$ cat config.mk
export PLATFORM = sky130hd
export DESIGN_NAME = refresh_sequencer_flat
export DESIGN_NICKNAME = d
export VERILOG_FILES = /design/src/refresh_pkg.sv /design/src/refresh_link_if.sv /design/src/refresh_sequencer.sv /design/src/flat_wrapper.sv
export SDC_FILE = /design/constraint.sdc
export NUM_CORES = 1
export LEC_CHECK = 0
export ABC_AREA = 1
export BUFFER_PORTS_ARGS = -buffer_cell sky130_fd_sc_hd__buf_2
export CAP_MARGIN = 10
export CORE_MARGIN = 4
export CORE_UTILIZATION = 58
export CTS_BUF_LIST = sky130_fd_sc_hd__clkbuf_4 sky130_fd_sc_hd__clkbuf_8
export DETAILED_ROUTE_END_ITERATION = 7
export PLACE_DENSITY = 0.81
export SETUP_SLACK_MARGIN = 0.2
export SKIP_LAST_GASP = 1
export SLEW_MARGIN = 20
export SYNTH_ARGS = -nofsm -noshare
export SYNTH_HDL_FRONTEND = slang
export SYNTH_SLANG_ARGS = --single-unit
$ cat constraint.sdc
create_clock -name clk_in -period 1.5 [get_ports clk_in]
set_input_delay 0.15 -clock clk_in [delete_from_list [all_inputs] [get_ports clk_in]]
set_output_delay 0.15 -clock clk_in [all_outputs]
set_load 0.01 [all_outputs]
$ cat src/refresh_pkg.sv
// Purpose: Shared constants for the refresh sequencer and its clock source.
// Assumes: 50 MHz system clock on both ends.
// Notes: Times are kept in their own unit; cycle counts derive from them.
package refresh_pkg;
  localparam int unsigned CLK_HZ = 50_000_000;
  localparam int unsigned NUM_CHANNELS = 10;
  localparam logic [3:0] FIRST_CHANNEL = 4'h0;
  localparam logic [3:0] LAST_CHANNEL = 4'h9;
  // Internal oscillator, about 21 kHz: half period in cycles, rounded down.
  localparam int unsigned INT_OSC_HZ = 21_000;
  localparam int unsigned INT_HALF_CYCLES = CLK_HZ / (2 * INT_OSC_HZ);
  // External clock limits: at most 70 kHz, pulses at least 4 us wide.
  localparam int unsigned EXT_MAX_HZ = 70_000;
  localparam int unsigned EXT_MIN_PULSE_NS = 4_000;
  localparam int unsigned EXT_MIN_PERIOD_CYCLES =
    (CLK_HZ + EXT_MAX_HZ - 1) / EXT_MAX_HZ;
  localparam int unsigned EXT_MIN_PULSE_CYCLES =
    (EXT_MIN_PULSE_NS * (CLK_HZ / 1_000_000) + 999) / 1000;
  // Duty cycle must exceed 30 percent.
  localparam int unsigned EXT_MIN_DUTY_PCT = 30;
  localparam logic [15:0] EXT_DEFAULT_HIGH = 16'h0190;
  localparam logic [15:0] EXT_DEFAULT_LOW = 16'h0190;
  localparam logic [15:0] EXT_DEFAULT_DELAY = 16'h0064;
  localparam logic RESET_SOURCE_SELECT = 1'b0;
endpackage

$ cat src/refresh_link_if.sv
// Purpose: Joins the refresh sequencer to its external clock source.
// Assumes: The testbench resolves the refresh clock pin from the enables.
// Notes: No clocking block; pin is split into in, out and enable.
`timescale 1ns/1ps
`default_nettype none
interface refresh_link_if;
  logic pin_level;
  logic dev_pin_out;
  logic dev_pin_oe;
  logic src_pin_out;
  logic src_pin_oe;
  modport device (
    input pin_level,
    output dev_pin_out,
    output dev_pin_oe
  );
  modport source (
    input pin_level,
    output src_pin_out,
    output src_pin_oe
  );
endinterface
`default_nettype wire

$ cat src/refresh_sequencer.sv
// Purpose: Refresh sequencer driving sample-and-hold switches of ten channels.
// Assumes: Pin input is asynchronous and is synchronised here.
// Notes: Switch outputs are one-hot per channel, closed while clock is low.
// ==========================================================================
// Behaviour
// - Switches follow selected internal or external clock
// - Clock low: selected channel's switches closed
// - Clock high: all refresh switches open
// - Each channel refreshed once per ten cycles
// - New value reaches output within 1-10 cycles
// - Falling edge starts channel, next one cycle later
// - External clock at most 70 kHz
// - External pulses at least 4 us wide
// - External duty cycle above 30 percent
// - External clock delayed from load changes
// - Internal for fixed load, external for transient
// - Power-up: internal oscillator, pin high impedance
// - Select bit high external, low internal
// - Internal oscillator near 21 kHz, may drive pin
`timescale 1ns/1ps
`default_nettype none
module refresh_sequencer
  import refresh_pkg::*;
(
  input wire logic clk_in,
  input wire logic reset_n_in,
  input wire logic enable_in,
  input wire logic clock_source_select_bit_in,
  input wire logic select_load_in,
  input wire logic internal_drive_pin_in,
  refresh_link_if.device link,
  output logic [NUM_CHANNELS-1:0] refresh_switch_a_out,
  output logic [NUM_CHANNELS-1:0] refresh_switch_b_out,
  output logic [3:0] channel_index_out,
  output logic refresh_clock_out,
  output logic external_mode_out
);
  typedef enum logic [0:0] {
    MODE_INTERNAL = 1'b0,
    MODE_EXTERNAL = 1'b1
  } clk_mode_t;

  clk_mode_t mode_q;
  logic drive_pin_q;
  logic [15:0] osc_cnt_q;
  logic osc_q;
  logic [2:0] pin_sync_q;
  logic ext_level_q;
  logic refresh_clk;
  logic refresh_clk_q;
  logic [3:0] index_q;
  logic [NUM_CHANNELS-1:0] sw_a_q;
  logic [NUM_CHANNELS-1:0] sw_b_q;
  logic pin_out_q;
  logic pin_oe_q;

  // ========================================================================
  // Clock source selection
  always_ff @(posedge clk_in or negedge reset_n_in) begin
    if (!reset_n_in) begin
      mode_q <= MODE_INTERNAL;
      drive_pin_q <= 1'b0;
    end else if (enable_in && select_load_in) begin
      mode_q <= clock_source_select_bit_in ? MODE_EXTERNAL
                                           : MODE_INTERNAL;
      drive_pin_q <= internal_drive_pin_in;
    end
  end

  // ========================================================================
  // Internal oscillator
  always_ff @(posedge clk_in or negedge reset_n_in) begin
    if (!reset_n_in) begin
      osc_cnt_q <= 16'h0000;
      osc_q <= 1'b1;
    end else if (enable_in) begin
      if (osc_cnt_q == 16'(INT_HALF_CYCLES - 1)) begin
        osc_cnt_q <= 16'h0000;
        osc_q <= ~osc_q;
      end else begin
        osc_cnt_q <= osc_cnt_q + 16'h0001;
      end
    end
  end

  // ========================================================================
  // External pin synchroniser; a level change counts once stages 2 and 3
  // agree, which also rejects a single-cycle glitch.
  always_ff @(posedge clk_in or negedge reset_n_in) begin
    if (!reset_n_in) begin
      pin_sync_q <= 3'h7;
      ext_level_q <= 1'b1;
    end else if (enable_in) begin
      pin_sync_q <= {pin_sync_q[1:0], link.pin_level};
      if (pin_sync_q[1] == pin_sync_q[2]) begin
        ext_level_q <= pin_sync_q[2];
      end
    end
  end

  assign refresh_clk = (mode_q == MODE_EXTERNAL) ? ext_level_q
                                                 : osc_q;

  // ========================================================================
  // Channel rotation on falling refresh clock edges
  always_ff @(posedge clk_in or negedge reset_n_in) begin
    if (!reset_n_in) begin
      refresh_clk_q <= 1'b1;
      index_q <= FIRST_CHANNEL;
    end else if (enable_in) begin
      refresh_clk_q <= refresh_clk;
      if (refresh_clk_q && !refresh_clk) begin
        // Every fall steps the index, so the first fall after reset refreshes channel 1.
        index_q <= (index_q == LAST_CHANNEL) ? FIRST_CHANNEL
                                             : index_q + 4'h1;
      end
    end
  end

  // ========================================================================
  // Switch drive. The index is updated in the same cycle the low phase is
  // seen, so switches close on the channel that the new edge selects. Any
  // loaded value therefore appears within ten cycles of the rotation.
  always_ff @(posedge clk_in or negedge reset_n_in) begin
    if (!reset_n_in) begin
      sw_a_q <= '0;
      sw_b_q <= '0;
    end else if (enable_in) begin
      for (int i = 0; i < NUM_CHANNELS; i++) begin
        sw_a_q[i] <= !refresh_clk_q && (index_q == 4'(i));
        sw_b_q[i] <= !refresh_clk_q && (index_q == 4'(i));
      end
    end
  end

  // ========================================================================
  // Pin drive: only in internal mode, and only when asked to.
  always_ff @(posedge clk_in or negedge reset_n_in) begin
    if (!reset_n_in) begin
      pin_out_q <= 1'b0;
      pin_oe_q <= 1'b0;
    end else if (enable_in) begin
      pin_out_q <= osc_q;
      pin_oe_q <= (mode_q == MODE_INTERNAL) && drive_pin_q;
    end
  end

  assign link.dev_pin_out = pin_out_q;
  assign link.dev_pin_oe = pin_oe_q;
  assign refresh_switch_a_out = sw_a_q;
  assign refresh_switch_b_out = sw_b_q;
  assign channel_index_out = index_q;
  assign refresh_clock_out = refresh_clk_q;
  assign external_mode_out = (mode_q == MODE_EXTERNAL);
endmodule
`default_nettype wire

$ cat src/flat_wrapper.sv
// flat-port wrapper written by rule: the top's interface ports become plain ports
module refresh_sequencer_flat import refresh_pkg::*;
  (clk_in, reset_n_in, enable_in, clock_source_select_bit_in, select_load_in, internal_drive_pin_in, refresh_switch_a_out, refresh_switch_b_out, channel_index_out, refresh_clock_out, external_mode_out, link_pin_level, link_dev_pin_out, link_dev_pin_oe);
  refresh_link_if link_i ();
  input wire logic clk_in;
  input wire logic reset_n_in;
  input wire logic enable_in;
  input wire logic clock_source_select_bit_in;
  input wire logic select_load_in;
  input wire logic internal_drive_pin_in;
  output logic [NUM_CHANNELS-1:0] refresh_switch_a_out;
  output logic [NUM_CHANNELS-1:0] refresh_switch_b_out;
  output logic [3:0] channel_index_out;
  output logic refresh_clock_out;
  output logic external_mode_out;
  input wire logic [$bits(link_i.pin_level)-1:0] link_pin_level;
  output wire logic [$bits(link_i.dev_pin_out)-1:0] link_dev_pin_out;
  output wire logic [$bits(link_i.dev_pin_oe)-1:0] link_dev_pin_oe;
  assign link_i.pin_level = link_pin_level;
  assign link_dev_pin_out = link_i.dev_pin_out;
  assign link_dev_pin_oe = link_i.dev_pin_oe;
  refresh_sequencer u_core (.clk_in(clk_in), .reset_n_in(reset_n_in), .enable_in(enable_in), .clock_source_select_bit_in(clock_source_select_bit_in), .select_load_in(select_load_in), .internal_drive_pin_in(internal_drive_pin_in), .link(link_i), .refresh_switch_a_out(refresh_switch_a_out), .refresh_switch_b_out(refresh_switch_b_out), .channel_index_out(channel_index_out), .refresh_clock_out(refresh_clock_out), .external_mode_out(external_mode_out));
endmodule
==> impl_metrics.yaml <==
sta:
  finalCritPeriodShare_pct: 87.0
  grt_setup_unrepaired: "true"
  max_freq_mhz: 766
  finClkSkew_ns: 0.00600
  hold_viol: 0
  fin_setup_tns_ns: 0
  fin_hold_ws_ns: 0.0493
  maxSlewViolCount: 0
  finalCriticalPeriod_ns: 1.31
  setup_viol_count_final: 0
  slew_headroom_pct: 72.3
  worstMarginPinSlew_ns: 0.416
routing:
  drcViolationCount: 0
  wl_mm: 4.97
  vias: 1927
  drt-wirelength-per-cell_um: 13.3
  ant_nets: 0
  drt-initial-drc-count: 162
  viasPerCell: 5.17
  drt_pre_antenna_iters: 5
cts:
  root_buffer: "clkbuf_8"
  clkSinkCount: 40
  numCtsBuffers: 5
  clk_latency_ns: 0.30
  cts_buffer_depth: 2
  htreeDepth: 2
  cts_tree: "yes"
  clk_pin_slew_ns: 0.08
critical_path:
  critPathLaunchType: "register"
  reg2reg_depth: 6
  cp_max_fo: 5
  worstReg2RegStart: "u_core.osc_cnt_q[1]"
  regToRegSetupSlack_ns: 0.19
  end_kind: "register"
  path_class: "reg2reg"
  r2r-end: "u_core.osc_cnt_q[12]"
  crit_arrival_ns: 1.50
  critPathRequiredTime_ns: 1.70
synthesis:
  avgSynthCellArea_um2: 7.66
  yosysWarnings: 0
  synth_edf_count: 0
  synthCells: 287
  ys.flop_type: "dfrtp_1"
  synth_top_area_share_pct: 38.7
  ys_types: 27
  ys_seq_area_share_pct: 45.9
  syn_nets: 296
  async_flop_share_pct: 100
  yosysTopAreaCell: "dfrtp_1"
  synthesis.area_um2: 2200
  synth-seq-cells: 40
  yosys-top-cells-area: "dfrtp_1 39%, nand2_1 14%, dfstp_2 7.2%, inv_1 6.8%, nor2_1 6.5%"
place:
  hpwlAfterDp_mm: 3.42
  postPlaceCellArea_um2: 2360
  gpl.final_weighted_congestion: 0.885
  io_buffers: 34
grt:
  grt_overflow: 0
  grt_pass1_vias: 1803
  grt_max_degree: 20
  grt_pass1_wl_mm: 8.12
  antenna_found_initial: 0
  grt_util_all_layers_pct: 20.7
final_layout:
  n_antenna_cell: 0
  layout_common_cells: "79 x nand2_1, 40 x inv_1, 34 x nor2_1, 34 x buf_2, 29 x dfrtp_1"
  post-route-cell-area_um2: 2580
  area_growth_pct: 17.6
  final_common_cell: "nand2_1"
  drive_gt1_share_pct: 28.3
  nNetsFinal: 333
job:
  maxCapViolCount: 0
die:
  die_area_um2: 4840
  die_h_um: 69.6
  io_pins: 35
  initial_core_util_pct: 60.0
  rows: 22
  chipWidth_um: 69.6
  core_area_um2: 3660
hold_path:
  min_from: "link_pin_level"
  holdPathStages: 3
  hold_class: "in2reg"
  min_to: "u_core.pin_sync_q[0]"
pwr:
  p_leak_nw: 1.37
  ir_worst_vdd_mv: 0.915
  power_density_nw_per_um2: 1340
run_status:
  status: "completed"
[timing repair]
action                                 in CTS  in global routing
resized for setup                           2                 23
endpoints found under the hold margin      12                  0
setup buffers                               1                  5
setup endpoints to repair                   9                 16
pin swaps                                   1                 10
hold buffers                                1                  0
cloned                                      0                  0
[metrics by stage]
| step | utilization, % | power, mW | setup WS, ns | instances |
|---|---|---|---|---|
| detailed placement | 64.5 | 2.62 | 0.141 | 358 |
| floorplan | - | 2.34 | 0.268 | 287 |
| global placement | 64.5 | 2.60 | 0.198 | 358 |
| CTS | 67.5 | 3.38 | 0.194 | 368 |
| finish | 70.6 | 3.47 | 0.195 | 373 |
| global route | 70.6 | 3.72 | 0.0978 | 373 |
[flip-flops by register name, indices dropped and copies added, names as in the netlist]
register,cells
u_core.pin_sync_q,3
u_core.refresh_switch_a_out,10
u_core.channel_index_out,4
u_core.external_mode_out,1
u_core.refresh_clock_out,1
u_core.osc_cnt_q,16
u_core.drive_pin_q,1
u_core.link.dev_pin_oe,1
u_core.osc_q,1
u_core.link.dev_pin_out,1
u_core.ext_level_q,1
[cells by family after synthesis]
logic type | after synthesis | share of synthesized area [%]
AO/OA/AOI/OAI | 23 | 6.32
XOR/XNOR | 4 | 1.59
multiplexers | 1 | 0.512
flip-flops | 40 | 45.9
buffers and inverters | 56 | 12.2
AND/OR/NAND/NOR | 161 | 32.3
adder cells (fa/ha/maj) | 2 | 1.14
[report_power, final]
group          internal, mW  switching, mW
sequential             1.31          0.287
clock                 0.343          0.386
combinational         0.433          0.709
total                  2.09           1.38
[layer usage]
| metal | vias to the layer above | part of all wire [%] | GRT usage, % |
|---|---|---|---|
| met5 | - | 0 | 0 |
| li1 | 955 | - | - |
| met1 | 910 | 41 | 25.1 |
| met2 | 51 | 53 | 35.8 |
| met4 | 0 | 1.6 | 6.94 |
| met3 | 11 | 4.6 | 5.07 |
[cell usage after synthesis (2+ instances only)]
| cell | n |
|---|---|
| nand2_1 | 82 |
| inv_1 | 40 |
| nor2_1 | 38 |
| dfrtp_1 | 34 |
| nand3_1 | 20 |
| buf_4 | 13 |
| o21ai_0 | 11 |
| dfstp_2 | 6 |
| a21oi_1 | 5 |
| nand4_1 | 5 |
| xor2_1 | 4 |
| nand3_2 | 3 |
| nor2_4 | 3 |
| nor3_1 | 3 |
| o31ai_1 | 3 |
| buf_2 | 2 |
| ha_1 | 2 |
| nand2_2 | 2 |
| nor2_2 | 2 |
| o21bai_1 | 2 |
[worst max path at each step]
stage / from / to / slack, ns / depth (start not counted)
floorplan: u_core.osc_cnt_q[0] / u_core.osc_cnt_q[14] / 0.27 / 6
finish: u_core.osc_cnt_q[1] / u_core.osc_cnt_q[12] / 0.19 / 6
detailed placement: u_core.osc_cnt_q[0] / u_core.osc_cnt_q[14] / 0.14 / 6
global route: u_core.osc_cnt_q[1] / u_core.osc_cnt_q[8] / 0.1 / 6
CTS: u_core.osc_cnt_q[0] / u_core.osc_cnt_q[14] / 0.19 / 6
global placement: u_core.osc_cnt_q[0] / u_core.osc_cnt_q[14] / 0.20 / 6
[layout make-up]
class / instances / area (um^2)
repair buffers: 46 / 275
inverters: 40 / 150
fillers: 303 / 1080
well taps: 48 / 60.1
multi-input cells: 191 / 996
flip-flops and latches: 40 / 1010
clock inverters: 2 / 12.5
clock buffers: 6 / 76.3
[worst max-delay path, stage by stage (launching register included)]
cell	delay (ns)
dfrtp_1	0.43
ha_2	0.24
nand3_1	0.15
nor2_1	0.18
nand4_1	0.10
nand2_1	0.08
inv_1	0.03
Power figures use the tool's default switching activity.
